## src/hdl/line_bank_pkg.sv

```systemverilog
// constants, field layout and shared decoding for the per-channel event status bank
package line_bank_pkg;

    localparam int          CHANNELS        = 8;
    localparam int          ADDR_W          = 8;
    localparam int          DATA_W          = 8;
    localparam int          CNT_W           = 16;
    localparam int          CHAN_LSB        = 5;
    localparam int          CHAN_W          = ADDR_W - CHAN_LSB;
    localparam int          OFF_W           = CHAN_LSB;
    localparam int          MATCH_W         = 2;

    localparam logic [ADDR_W-1:0] CHANNEL_STRIDE = 8'h20;
    localparam logic [OFF_W-1:0]  OFF_FLAGS_FIRST  = 5'h16;
    localparam logic [OFF_W-1:0]  OFF_FLAGS_SECOND = 5'h17;
    localparam logic [OFF_W-1:0]  OFF_COUNT_LOW    = 5'h18;
    localparam logic [OFF_W-1:0]  OFF_COUNT_HIGH   = 5'h19;
    localparam logic [OFF_W-1:0]  OFF_TERM         = 5'h1A;

    localparam logic [DATA_W-1:0] FLAGS_RESET = 8'h00;
    localparam logic [DATA_W-1:0] TERM_RESET  = 8'h00;
    localparam logic [DATA_W-1:0] TERM_WMASK  = 8'h3F;
    localparam logic [DATA_W-1:0] READ_IDLE   = 8'h00;
    localparam logic [CNT_W-1:0]  COUNT_RESET = 16'h0000;
    localparam logic [CNT_W-1:0]  COUNT_ONE   = 16'h0001;
    localparam logic [CNT_W-1:0]  COUNT_MAX   = 16'hFFFF;

    // termination field layout and internal impedance codes
    localparam int          TX_TERM_LO  = 3;
    localparam int          TX_EXT_BIT  = 5;
    localparam int          RX_TERM_LO  = 0;
    localparam int          RX_EXT_BIT  = 2;
    localparam logic [1:0]  MATCH_75    = 2'h0;
    localparam logic [1:0]  MATCH_120   = 2'h1;
    localparam logic [1:0]  MATCH_100   = 2'h2;
    localparam logic [1:0]  MATCH_110   = 2'h3;

    // flag positions, first register
    localparam int          B1_EQ       = 7;
    localparam int          B1_LB_ACT   = 6;
    localparam int          B1_LB_DEACT = 5;
    localparam int          B1_PAT_SYNC = 4;
    localparam int          B1_TX_CLK   = 3;
    localparam int          B1_DRV_FAIL = 2;
    localparam int          B1_ALARM    = 1;
    localparam int          B1_SIG_LOSS = 0;
    // flag positions, second register
    localparam int          B2_WAVE_OV  = 7;
    localparam int          B2_JA_OV    = 6;
    localparam int          B2_JA_UD    = 5;
    localparam int          B2_PAT_ERR  = 4;
    localparam int          B2_EXZ      = 3;
    localparam int          B2_CV       = 2;
    localparam int          B2_TIMER    = 1;
    localparam int          B2_CNT_OV   = 0;

    // mask high blocks an event; edge select high means any change, low means rise only
    function automatic logic [DATA_W-1:0] event_hits(input logic [DATA_W-1:0] cur,
                                                     input logic [DATA_W-1:0] prev,
                                                     input logic [DATA_W-1:0] mask,
                                                     input logic [DATA_W-1:0] any_change);
        event_hits = ~mask & ((cur ^ prev) & (any_change | cur));
    endfunction

    function automatic logic reg_hit(input logic [ADDR_W-1:0] addr,
                                     input int unsigned       chan,
                                     input logic [OFF_W-1:0]  off);
        reg_hit = (addr[ADDR_W-1:CHAN_LSB] == CHAN_W'(chan)) && (addr[OFF_W-1:0] == off);
    endfunction

endpackage

```

## src/hdl/chan_event_bank.sv

```systemverilog
// one channel: sticky event flags, error counter and termination select
`timescale 1ns/1ps
`default_nettype none

module chan_event_bank (
    input  wire logic                          clock,
    input  wire logic                          rst_n,
    input  wire logic [line_bank_pkg::DATA_W-1:0] status_first,
    input  wire logic [line_bank_pkg::DATA_W-1:1] status_second,
    input  wire logic [line_bank_pkg::DATA_W-1:0] mask_first,
    input  wire logic [line_bank_pkg::DATA_W-1:0] edge_first,
    input  wire logic [line_bank_pkg::DATA_W-1:0] mask_second,
    input  wire logic [line_bank_pkg::DATA_W-1:0] edge_second,
    input  wire logic                          count_tick,
    input  wire logic                          read_first,
    input  wire logic                          read_second,
    input  wire logic                          write_term,
    input  wire logic [line_bank_pkg::DATA_W-1:0] write_data,
    output logic      [line_bank_pkg::DATA_W-1:0] flags_first,
    output logic      [line_bank_pkg::DATA_W-1:0] flags_second,
    output logic      [line_bank_pkg::CNT_W-1:0]  count,
    output logic      [line_bank_pkg::DATA_W-1:0] term
);
    import line_bank_pkg::*;

    typedef struct packed {
        logic [DATA_W-1:0] prev_first;
        logic [DATA_W-1:0] prev_second;
        logic [DATA_W-1:0] flags_first;
        logic [DATA_W-1:0] flags_second;
        logic [CNT_W-1:0]  count;
        logic [DATA_W-1:0] term;
    } chan_state_t;

    chan_state_t       st_r;
    chan_state_t       st_nxt;
    logic              error_counter_overflow_event;
    logic [DATA_W-1:0] cur_second;
    logic [DATA_W-1:0] hits_first;
    logic [DATA_W-1:0] hits_second;

    always_comb begin
        st_nxt = st_r;
        error_counter_overflow_event = count_tick && (st_r.count == COUNT_MAX);
        cur_second  = {status_second, error_counter_overflow_event};
        hits_first  = event_hits(status_first, st_r.prev_first, mask_first, edge_first);
        hits_second = event_hits(cur_second, st_r.prev_second, mask_second, edge_second);
        st_nxt.prev_first  = status_first;
        st_nxt.prev_second = cur_second;
        // a new event in the read cycle survives the clear
        st_nxt.flags_first  = (read_first ? FLAGS_RESET : st_r.flags_first) | hits_first;
        st_nxt.flags_second = (read_second ? FLAGS_RESET : st_r.flags_second) | hits_second;
        if (count_tick) begin
            st_nxt.count = st_r.count + COUNT_ONE;
        end
        if (write_term) begin
            st_nxt.term = write_data & TERM_WMASK;
        end
    end

    always_ff @(posedge clock or negedge rst_n) begin
        if (!rst_n) begin
            st_r <= '{prev_first: FLAGS_RESET, prev_second: FLAGS_RESET,
                      flags_first: FLAGS_RESET, flags_second: FLAGS_RESET,
                      count: COUNT_RESET, term: TERM_RESET};
        end else begin
            st_r <= st_nxt;
        end
    end

    assign flags_first  = st_r.flags_first;
    assign flags_second = st_r.flags_second;
    assign count        = st_r.count;
    assign term         = st_r.term;

    a_first_read_clear: assert property (@(posedge clock) disable iff (!rst_n)
        read_first |=> st_r.flags_first == $past(hits_first))
        else $error("first flags not cleared by read");

    a_second_read_clear: assert property (@(posedge clock) disable iff (!rst_n)
        read_second |=> st_r.flags_second == $past(hits_second))
        else $error("second flags not cleared by read");

    a_flags_stay_set: assert property (@(posedge clock) disable iff (!rst_n)
        !read_first |=> (st_r.flags_first & $past(st_r.flags_first)) == $past(st_r.flags_first))
        else $error("first flag dropped without read");

    a_rise_only_mode: assert property (@(posedge clock) disable iff (!rst_n)
        (!read_first && edge_first == FLAGS_RESET && st_r.flags_first == FLAGS_RESET
         && (status_first & ~st_r.prev_first) == FLAGS_RESET)
        |=> st_r.flags_first == FLAGS_RESET)
        else $error("flag set without rising edge");

    a_overflow_wraps_flags: assert property (@(posedge clock) disable iff (!rst_n)
        (count_tick && st_r.count == COUNT_MAX && !mask_second[B2_CNT_OV])
        |=> st_r.count == COUNT_RESET && st_r.flags_second[B2_CNT_OV])
        else $error("counter overflow not flagged");

endmodule // chan_event_bank

`default_nettype wire

```

## src/hdl/line_channel_event_status_bank.sv

```systemverilog
// eight-channel interrupt status, error counter and termination register bank
//
// Function
// - reading the first flag register clears all its flags.
// - eight channel copies, 0x20 apart, first flag register of channel zero at 0x16.
// - first register bit 7 flags equalizer out of range.
// - first register bit 6 loopback activate code, bit 5 deactivate code.
// - first register bit 4 flags pattern synchronisation change.
// - first register bit 3 flags loss of channel transmit clock.
// - first register bits 2,1,0 flag driver failure, alarm indication, signal loss.
// - reading second flag register clears its flags and withdraws their interrupt; the interrupt stays up while any first-register flag is set.
// - second register bit 7 flags waveform amplitude overflow.
// - second register bit 6 jitter buffer overflow, bit 5 underflow.
// - second register bits 4,3,2: pattern bit error, excess zeros, code violation.
// - second register bit 1 one-second timer, bit 0 error counter overflow.
// - low counter byte read-only at 0x18, resets to zero.
// - high counter byte read-only at 0x19, resets to zero.
// - transmit termination bits 5..3: 75, 120, 100, 110 ohm; resets 000.
// - transmit code with top bit set selects external resistors, E1 only.
// - receive termination bits 2..0 same codes; top bit selects external resistors.
// - unmasked event flags on rise, or on any change in any-change mode.
//
// The plain strobed port is this design's own decision.
`timescale 1ns/1ps
`default_nettype none

module line_channel_event_status_bank (
    input  wire logic                                       clock,
    input  wire logic                                       rstn,
    input  wire logic [line_bank_pkg::ADDR_W-1:0]           address,
    input  wire logic [line_bank_pkg::DATA_W-1:0]           write_data,
    input  wire logic                                       write_strobe,
    input  wire logic                                       read_strobe,
    output logic      [line_bank_pkg::DATA_W-1:0]           read_data,
    input  wire logic [line_bank_pkg::CHANNELS-1:0]         equalizer_range_event,
    input  wire logic [line_bank_pkg::CHANNELS-1:0]         inband_loop_activate_event,
    input  wire logic [line_bank_pkg::CHANNELS-1:0]         inband_loop_deactivate_event,
    input  wire logic [line_bank_pkg::CHANNELS-1:0]         pattern_sync_event,
    input  wire logic [line_bank_pkg::CHANNELS-1:0]         tx_clock_missing_event,
    input  wire logic [line_bank_pkg::CHANNELS-1:0]         driver_failure_event,
    input  wire logic [line_bank_pkg::CHANNELS-1:0]         alarm_indication_event,
    input  wire logic [line_bank_pkg::CHANNELS-1:0]         signal_loss_event,
    input  wire logic [line_bank_pkg::CHANNELS-1:0]         waveform_amplitude_overflow_event,
    input  wire logic [line_bank_pkg::CHANNELS-1:0]         jitter_buffer_overflow_event,
    input  wire logic [line_bank_pkg::CHANNELS-1:0]         jitter_buffer_underflow_event,
    input  wire logic [line_bank_pkg::CHANNELS-1:0]         pattern_bit_error_event,
    input  wire logic [line_bank_pkg::CHANNELS-1:0]         excess_zeros_event,
    input  wire logic [line_bank_pkg::CHANNELS-1:0]         code_violation_event,
    input  wire logic [line_bank_pkg::CHANNELS-1:0]         one_second_timer_event,
    input  wire logic [line_bank_pkg::CHANNELS-1:0]         error_count_tick,
    input  wire logic [line_bank_pkg::CHANNELS-1:0]         e1_mode,
    input  wire logic [line_bank_pkg::CHANNELS*8-1:0]       first_event_mask,
    input  wire logic [line_bank_pkg::CHANNELS*8-1:0]       first_edge_select,
    input  wire logic [line_bank_pkg::CHANNELS*8-1:0]       second_event_mask,
    input  wire logic [line_bank_pkg::CHANNELS*8-1:0]       second_edge_select,
    output logic      [line_bank_pkg::CHANNELS-1:0]         interrupt_request,
    output logic      [line_bank_pkg::CHANNELS*2-1:0]       tx_internal_match,
    output logic      [line_bank_pkg::CHANNELS-1:0]         tx_external_match,
    output logic      [line_bank_pkg::CHANNELS*2-1:0]       rx_internal_match,
    output logic      [line_bank_pkg::CHANNELS-1:0]         rx_external_match
);
    import line_bank_pkg::*;

    typedef struct packed {
        logic [DATA_W-1:0]           read_data;
        logic [CHANNELS-1:0]         irq;
        logic [CHANNELS*MATCH_W-1:0] tx_int;
        logic [CHANNELS-1:0]         tx_ext;
        logic [CHANNELS*MATCH_W-1:0] rx_int;
        logic [CHANNELS-1:0]         rx_ext;
    } top_state_t;

    top_state_t          st_r;
    top_state_t          st_nxt;
    logic [1:0]          rst_sync_r;
    logic                rst_n;

    logic [DATA_W-1:0]   flags_first  [CHANNELS];
    logic [DATA_W-1:0]   flags_second [CHANNELS];
    logic [CNT_W-1:0]    count        [CHANNELS];
    logic [DATA_W-1:0]   term         [CHANNELS];
    logic [CHANNELS-1:0] read_first;
    logic [CHANNELS-1:0] read_second;
    logic [CHANNELS-1:0] write_term;

    // reset is released through two flops so every flop reset by rst_n leaves reset on the same edge
    always_ff @(posedge clock or negedge rstn) begin
        if (!rstn) begin
            rst_sync_r <= 2'h0;
        end else begin
            rst_sync_r <= {rst_sync_r[0], 1'b1};
        end
    end
    assign rst_n = rst_sync_r[1];

    genvar c;
    generate
        for (c = 0; c < CHANNELS; c++) begin : g_chan
            logic [DATA_W-1:0] status_first;
            logic [DATA_W-1:1] status_second;

            always_comb begin
                status_first[B1_EQ]       = equalizer_range_event[c];
                status_first[B1_LB_ACT]   = inband_loop_activate_event[c];
                status_first[B1_LB_DEACT] = inband_loop_deactivate_event[c];
                status_first[B1_PAT_SYNC] = pattern_sync_event[c];
                status_first[B1_TX_CLK]   = tx_clock_missing_event[c];
                status_first[B1_DRV_FAIL] = driver_failure_event[c];
                status_first[B1_ALARM]    = alarm_indication_event[c];
                status_first[B1_SIG_LOSS] = signal_loss_event[c];
                status_second[B2_WAVE_OV] = waveform_amplitude_overflow_event[c];
                status_second[B2_JA_OV]   = jitter_buffer_overflow_event[c];
                status_second[B2_JA_UD]   = jitter_buffer_underflow_event[c];
                status_second[B2_PAT_ERR] = pattern_bit_error_event[c];
                status_second[B2_EXZ]     = excess_zeros_event[c];
                status_second[B2_CV]      = code_violation_event[c];
                status_second[B2_TIMER]   = one_second_timer_event[c];
            end

            // each channel decodes its own copy of the group
            assign read_first[c]  = read_strobe && reg_hit(address, c, OFF_FLAGS_FIRST);
            assign read_second[c] = read_strobe && reg_hit(address, c, OFF_FLAGS_SECOND);
            assign write_term[c]  = write_strobe && reg_hit(address, c, OFF_TERM);

            chan_event_bank u_bank (
                .clock         (clock),
                .rst_n         (rst_n),
                .status_first  (status_first),
                .status_second (status_second),
                .mask_first    (first_event_mask[c*DATA_W +: DATA_W]),
                .edge_first    (first_edge_select[c*DATA_W +: DATA_W]),
                .mask_second   (second_event_mask[c*DATA_W +: DATA_W]),
                .edge_second   (second_edge_select[c*DATA_W +: DATA_W]),
                .count_tick    (error_count_tick[c]),
                .read_first    (read_first[c]),
                .read_second   (read_second[c]),
                .write_term    (write_term[c]),
                .write_data    (write_data),
                .flags_first   (flags_first[c]),
                .flags_second  (flags_second[c]),
                .count         (count[c]),
                .term          (term[c])
            );

            a_first_read_data: assert property (@(posedge clock) disable iff (!rst_n)
                read_first[c] |=> read_data == $past(flags_first[c]))
                else $error("first flag register read wrong");

            a_second_read_data: assert property (@(posedge clock) disable iff (!rst_n)
                read_second[c] |=> read_data == $past(flags_second[c]))
                else $error("second flag register read wrong");

            a_count_low_read: assert property (@(posedge clock) disable iff (!rst_n)
                (read_strobe && reg_hit(address, c, OFF_COUNT_LOW))
                |=> read_data == $past(count[c][DATA_W-1:0]))
                else $error("low counter byte read wrong");

            a_count_high_read: assert property (@(posedge clock) disable iff (!rst_n)
                (read_strobe && reg_hit(address, c, OFF_COUNT_HIGH))
                |=> read_data == $past(count[c][CNT_W-1:DATA_W]))
                else $error("high counter byte read wrong");

            a_term_write_read: assert property (@(posedge clock) disable iff (!rst_n)
                write_term[c] ##1 (read_strobe && reg_hit(address, c, OFF_TERM))
                |=> read_data == ($past(write_data, 2) & TERM_WMASK))
                else $error("termination register did not hold write");

            a_tx_external_e1: assert property (@(posedge clock) disable iff (!rst_n)
                !e1_mode[c] |=> !tx_external_match[c])
                else $error("external transmit match outside E1");

            a_rx_external_sel: assert property (@(posedge clock) disable iff (!rst_n)
                term[c][RX_EXT_BIT] |=> rx_external_match[c]
                    && rx_internal_match[c*MATCH_W +: MATCH_W] == $past(term[c][RX_TERM_LO +: MATCH_W]))
                else $error("receive termination not applied");

            a_irq_withdrawn: assert property (@(posedge clock) disable iff (!rst_n)
                (read_second[c] && flags_first[c] == FLAGS_RESET) ##1
                (flags_first[c] == FLAGS_RESET && flags_second[c] == FLAGS_RESET)
                |=> !interrupt_request[c])
                else $error("interrupt request not withdrawn");
        end
    endgenerate

    always_comb begin
        st_nxt = st_r;
        // read data stand for one cycle only, zero otherwise and for unmapped offsets
        st_nxt.read_data = READ_IDLE;
        if (read_strobe) begin
            case (address[OFF_W-1:0])
                OFF_FLAGS_FIRST: begin
                    st_nxt.read_data = flags_first[address[ADDR_W-1:CHAN_LSB]];
                end
                OFF_FLAGS_SECOND: begin
                    st_nxt.read_data = flags_second[address[ADDR_W-1:CHAN_LSB]];
                end
                OFF_COUNT_LOW: begin
                    st_nxt.read_data = count[address[ADDR_W-1:CHAN_LSB]][DATA_W-1:0];
                end
                // no snapshot: a count step between the two byte reads tears the value
                OFF_COUNT_HIGH: begin
                    st_nxt.read_data = count[address[ADDR_W-1:CHAN_LSB]][CNT_W-1:DATA_W];
                end
                OFF_TERM: begin
                    st_nxt.read_data = term[address[ADDR_W-1:CHAN_LSB]];
                end
                default: begin
                    st_nxt.read_data = READ_IDLE;
                end
            endcase
        end
        for (int i = 0; i < CHANNELS; i++) begin
            st_nxt.irq[i] = |(flags_first[i] | flags_second[i]);
            st_nxt.tx_int[i*MATCH_W +: MATCH_W] = term[i][TX_TERM_LO +: MATCH_W];
            // T1 and J1 never switch to external transmit resistors
            st_nxt.tx_ext[i] = term[i][TX_EXT_BIT] && e1_mode[i];
            st_nxt.rx_int[i*MATCH_W +: MATCH_W] = term[i][RX_TERM_LO +: MATCH_W];
            st_nxt.rx_ext[i] = term[i][RX_EXT_BIT];
        end
    end

    always_ff @(posedge clock or negedge rst_n) begin
        if (!rst_n) begin
            st_r <= '{read_data: READ_IDLE, irq: '0, tx_int: '0, tx_ext: '0,
                      rx_int: '0, rx_ext: '0};
        end else begin
            st_r <= st_nxt;
        end
    end

    assign read_data         = st_r.read_data;
    assign interrupt_request = st_r.irq;
    assign tx_internal_match = st_r.tx_int;
    assign tx_external_match = st_r.tx_ext;
    assign rx_internal_match = st_r.rx_int;
    assign rx_external_match = st_r.rx_ext;

    a_unmapped_reads_zero: assert property (@(posedge clock) disable iff (!rst_n)
        (read_strobe && (address[OFF_W-1:0] < OFF_FLAGS_FIRST || address[OFF_W-1:0] > OFF_TERM))
        |=> read_data == READ_IDLE)
        else $error("unmapped read not zero");

    a_idle_read_zero: assert property (@(posedge clock) disable iff (!rst_n)
        !read_strobe |=> read_data == READ_IDLE)
        else $error("read data outside read cycle");

endmodule // line_channel_event_status_bank

`default_nettype wire

```

## config.mk

```make
export PLATFORM = sky130hd
export DESIGN_NAME = line_channel_event_status_bank
export DESIGN_NICKNAME = d
export VERILOG_FILES = /design/src/hdl/line_bank_pkg.sv /design/src/hdl/chan_event_bank.sv /design/src/hdl/line_channel_event_status_bank.sv
export SDC_FILE = /design/constraint.sdc
export NUM_CORES = 1
export LEC_CHECK = 0
export ABC_AREA = 1
export ABC_CLOCK_PERIOD_IN_PS = 48300
export BUFFER_PORTS_ARGS = -buffer_cell sky130_fd_sc_hd__buf_4
export CAP_MARGIN = 5
export CORE_ASPECT_RATIO = 1.5
export CORE_MARGIN = 1
export CORE_UTILIZATION = 55
export CTS_CLUSTER_SIZE = 10
export DETAILED_ROUTE_END_ITERATION = 10
export PLACE_DENSITY = 0.8
export SLEW_MARGIN = 20
export SYNTH_ARGS = -nofsm -noshare
export SYNTH_HDL_FRONTEND = slang
export SYNTH_SLANG_ARGS = --single-unit
```

## constraint.sdc

```tcl
create_clock -name clock -period 48.3 [get_ports clock]
set_clock_uncertainty 0.2 [all_clocks]
set_input_delay 2.415 -clock clock [delete_from_list [all_inputs] [get_ports clock]]
set_output_delay 2.415 -clock clock [all_outputs]
set_load 0.02 [all_outputs]
```

==> results by group <==
Floorplan
  • Die Y: 250 um
  • Die W: 167 um
  • Initial core utilization: 55.8%
  • Core area: 40300 sq um
  • I/O pin count: 476
  • Die ar.: 41800 sq um
  • Row cnt: 90

Clock network
  • H-tree lvl count: 2
  • CTS tree: done
  • Clock Sinks: 498
  • Post-CTS Resized: 0
  • Later-pin clock latency in the skew report: 0.60 ns
  • Clk slew on worst S/H paths: 0.06 ns
  • Bufs on Longest Clock Path: 3
  • Post-CTS Hold Fix Bufs: 0
  • CTS root buffer: clkbuf_16
  • Num CTS Buffers: 55
  • Post-CTS setup buffer count: 0

Cells and area
  • Filler cell count: 3061
  • Post-layout util: 69.5%
  • Share of cells above drive strength 1: 19.8%
  • Multi-input gate area: 8710 sq um
  • Final nets: 3346
  • FF/Latch Area: 12500 sq um
  • Layout overhead on the synthesized area: 24.5%

Timing
  • Slew headroom: 33.0%
  • Fin. Hold Viols: 0
  • Final Slew Violations: 0
  • Slew @ Worst Pin: 1.01 ns
  • Max Clock Freq: 196 MHz
  • Setup TNS: 0 ns
  • Fin crit period: 5.11 ns
  • RSZ-0062 raised after global routing: no
  • Setup Viol. Count Final: 0
  • Final Cycle Share: 10.6%

Drt
  • Residual DRC count: 0
  • Number of DRC markers in iteration 0: 1935
  • Routed len/inst: 21.7 um
  • Post-DRT Antenna Nets: 0
  • 1st-pass router iterations: 5
  • Vias per cell: 5.71
  • Routed WL: 74.8 mm
  • Via count of the routed design: 19.7k

Yosys
  • Distinct cells, synth: 35
  • Sequential share of the synthesized area: 55.4%
  • Largest area contributor in the netlist: dfrtp_1
  • Post-Syn Area: 22500 sq um
  • Synth area leaders: dfrtp_1, nand2_1, nor2_1
  • Post-synth top area share: 55.4%
  • Synth top cells by count: nand2_1, dfrtp_1, nor2_1
  • Post-Syn Instances: 2443
  • Net Count, Synth: 2863
  • Warnings, synthesis: 0
  • FF+latch count, synth: 498
  • Most frequent cell after synthesis: nand2_1
  • Async set-or-reset flop fraction in the synthesized netlist: 100%
  • Syn avg cell area: 9.22 sq um
  • Number of enable flip-flop cells after synthesis: 0
  • Top FF cell, synth: dfrtp_1

Setup path
  • Critical Path RT: 48.51 ns
  • CP Class: in -> reg
  • Endpoint class of the critical path: flop
  • Crit path DAT: 5.31 ns
  • Reg-to-reg startpoint: g_chan[1].u_bank.count[0]
  • Reg2reg end: g_chan[1].u_bank.flags_second[0]
  • R2r setup slk: 45.95 ns
  • Type of origin of the critical path: input pin
  • R2R depth: 9
  • Crit-path max FO: 37

GRT
  • GR Overflow Total: 0
  • Initial antenna violation count: 11
  • GRT Total Usage: 35.8%
  • Vias in the first global route: 19.9k
  • Largest net degree at the start of global routing: 191
  • First-pass GRT wire length: 113 mm

Placed design
  • Number of buffers added on ports: 473
  • Placer Congestion: 0.971
  • Post-DP HPWL: 56.2 mm

Pwr
  • Combinational Power Share: 14.9%
  • Clock power share: 36.2%
  • Internal power: 0.000720 W
  • Net Switching: 0.000282 W
  • Worst VDD drop: 27.4 uV
  • Leak: 14.3 nW
  • P per Cell Area: 35.8 nW/um^2
  • Seq pwr share: 48.9%
  • Sw Ratio: 28.2%

Worst hold path
  • Worst min path class: reg -> reg
  • Worst Hold End: rst_sync_r[1]
  • Worst Hold Depth: 0
  • Min-delay src: rst_sync_r[0]

Job
  • Max-cap violations: 0

Outcome
  • Status: complete, no violations
per-layer routing:
layer / track usage (%) / vias to the layer above / part of all wire (%)
li1: - / 8875 / -
met1: 43.4 / 9528 / 37
met2: 58.9 / 1062 / 48
met3: 7.22 / 240 / 8.7
met4: 22.3 / 2 / 6.6
met5: 0 / - / 0.017
area by class of cell:
class / instances / area share, %
clock inverter: 3 / 0.196
timing repair buffer: 486 / 13.1
tap: 506 / 2.26
sequential: 498 / 44.5
clock buffer: 58 / 4.95
multi-input combinational: 1602 / 31.1
inverter: 283 / 3.81
antenna: 14 / 0.125
cell usage in the layout, fill, tap and decap left out, drive strengths merged:
| cell type | instances |
|---|---|
| o21bai | 2 |
| nor3b | 2 |
| nand4 | 43 |
| xor2 | 91 |
| diode | 14 |
| o21ai | 79 |
| ha | 8 |
| conb | 1 |
| or2 | 6 |
| dfrtp | 498 |
| clkinv | 2 |
| o32ai | 120 |
| inv | 284 |
| nand3 | 128 |
| a31oi | 1 |
| nand2 | 511 |
| a21oi | 47 |
| nor4 | 34 |
| xnor2 | 140 |
| buf | 486 |
| o21ba | 1 |
| o22ai | 1 |
| mux2 | 3 |
| nor2 | 339 |
| nor3 | 39 |
| nand3b | 6 |
| clkbuf | 58 |
flip-flops by register name, summed over array words and instances (netlist names), 16 cells and up:
register,flops
g_chan.u_bank.count,128
g_chan.u_bank.flags_first,64
g_chan.u_bank.flags_second,64
g_chan.u_bank.st_r,128
g_chan.u_bank.term,48
rx_internal_match,16
tx_internal_match,16
how the worst max path moves through the flow:
stage             startpoint                         endpoint  slack [ns]
3_3_place_gp      address[5]  g_chan[6].u_bank.flags_first[5]       42.63
5_1_grt           address[5]  g_chan[2].u_bank.flags_first[6]       43.11
4_1_cts           address[5]  g_chan[2].u_bank.flags_first[4]       43.21
3_5_place_dp      address[5]  g_chan[6].u_bank.flags_first[5]       42.61
6_report          address[5]  g_chan[6].u_bank.flags_first[5]       43.19
2_1_floorplan  rst_sync_r[1]        g_chan[0].u_bank.count[0]       33.19
stage by stage:
| step | worst slack, ns | power (W) | std cells | hold WS (ns) | cell area (sq um) |
|---|---|---|---|---|---|
| detailed placement | 42.61 | 0.000643 | 3375 | 0.140 | 26500 |
| global placement | 42.63 | 0.000634 | 3375 | 0.137 | 26500 |
| CTS | 43.21 | 0.00100 | 3436 | 0.153 | 28000 |
| finish | 43.19 | 0.00100 | 3450 | 0.150 | 28000 |
| floorplan | 33.19 | 0.000575 | 2443 | 0.131 | 22500 |
| global route | 43.11 | 0.00104 | 3446 | 0.153 | 28000 |
cells by family (layout without fill, tap and decap cells):
| family | after synthesis | after routing | share of synthesized area, % |
|---|---|---|---|
| xor+xnor | 231 | 231 | 8.99 |
| mux | 3 | 3 | 0.150 |
| fa+ha+maj | 8 | 8 | 0.445 |
| simple gates | 1108 | 1108 | 21.4 |
| other cells | 1 | 15 | 0.0167 |
| compound gates | 251 | 251 | 7.64 |
| flops | 498 | 498 | 55.4 |
| buf+inv | 343 | 830 | 6.01 |
worst max-delay path, stage by stage:
cell and delay [ns]:
buf_4 0.24, inv_2 0.66, nand2_1 0.65, nor2_1 0.45, inv_1 0.18, nor3_4 0.44
o32ai_1 0.24
power groups by stage:
stage	logic, W	registers (W)	clock network (W)
5_1_grt	0.000166	0.000495	0.000381
4_1_cts	0.000149	0.000489	0.000365
3_3_place_gp	0.000141	0.000493	0
2_1_floorplan	0.0000810	0.000494	0
6_report	0.000149	0.000490	0.000362
3_5_place_dp	0.000147	0.000496	0
No activity file was read; power rests on OpenSTA's default activity.
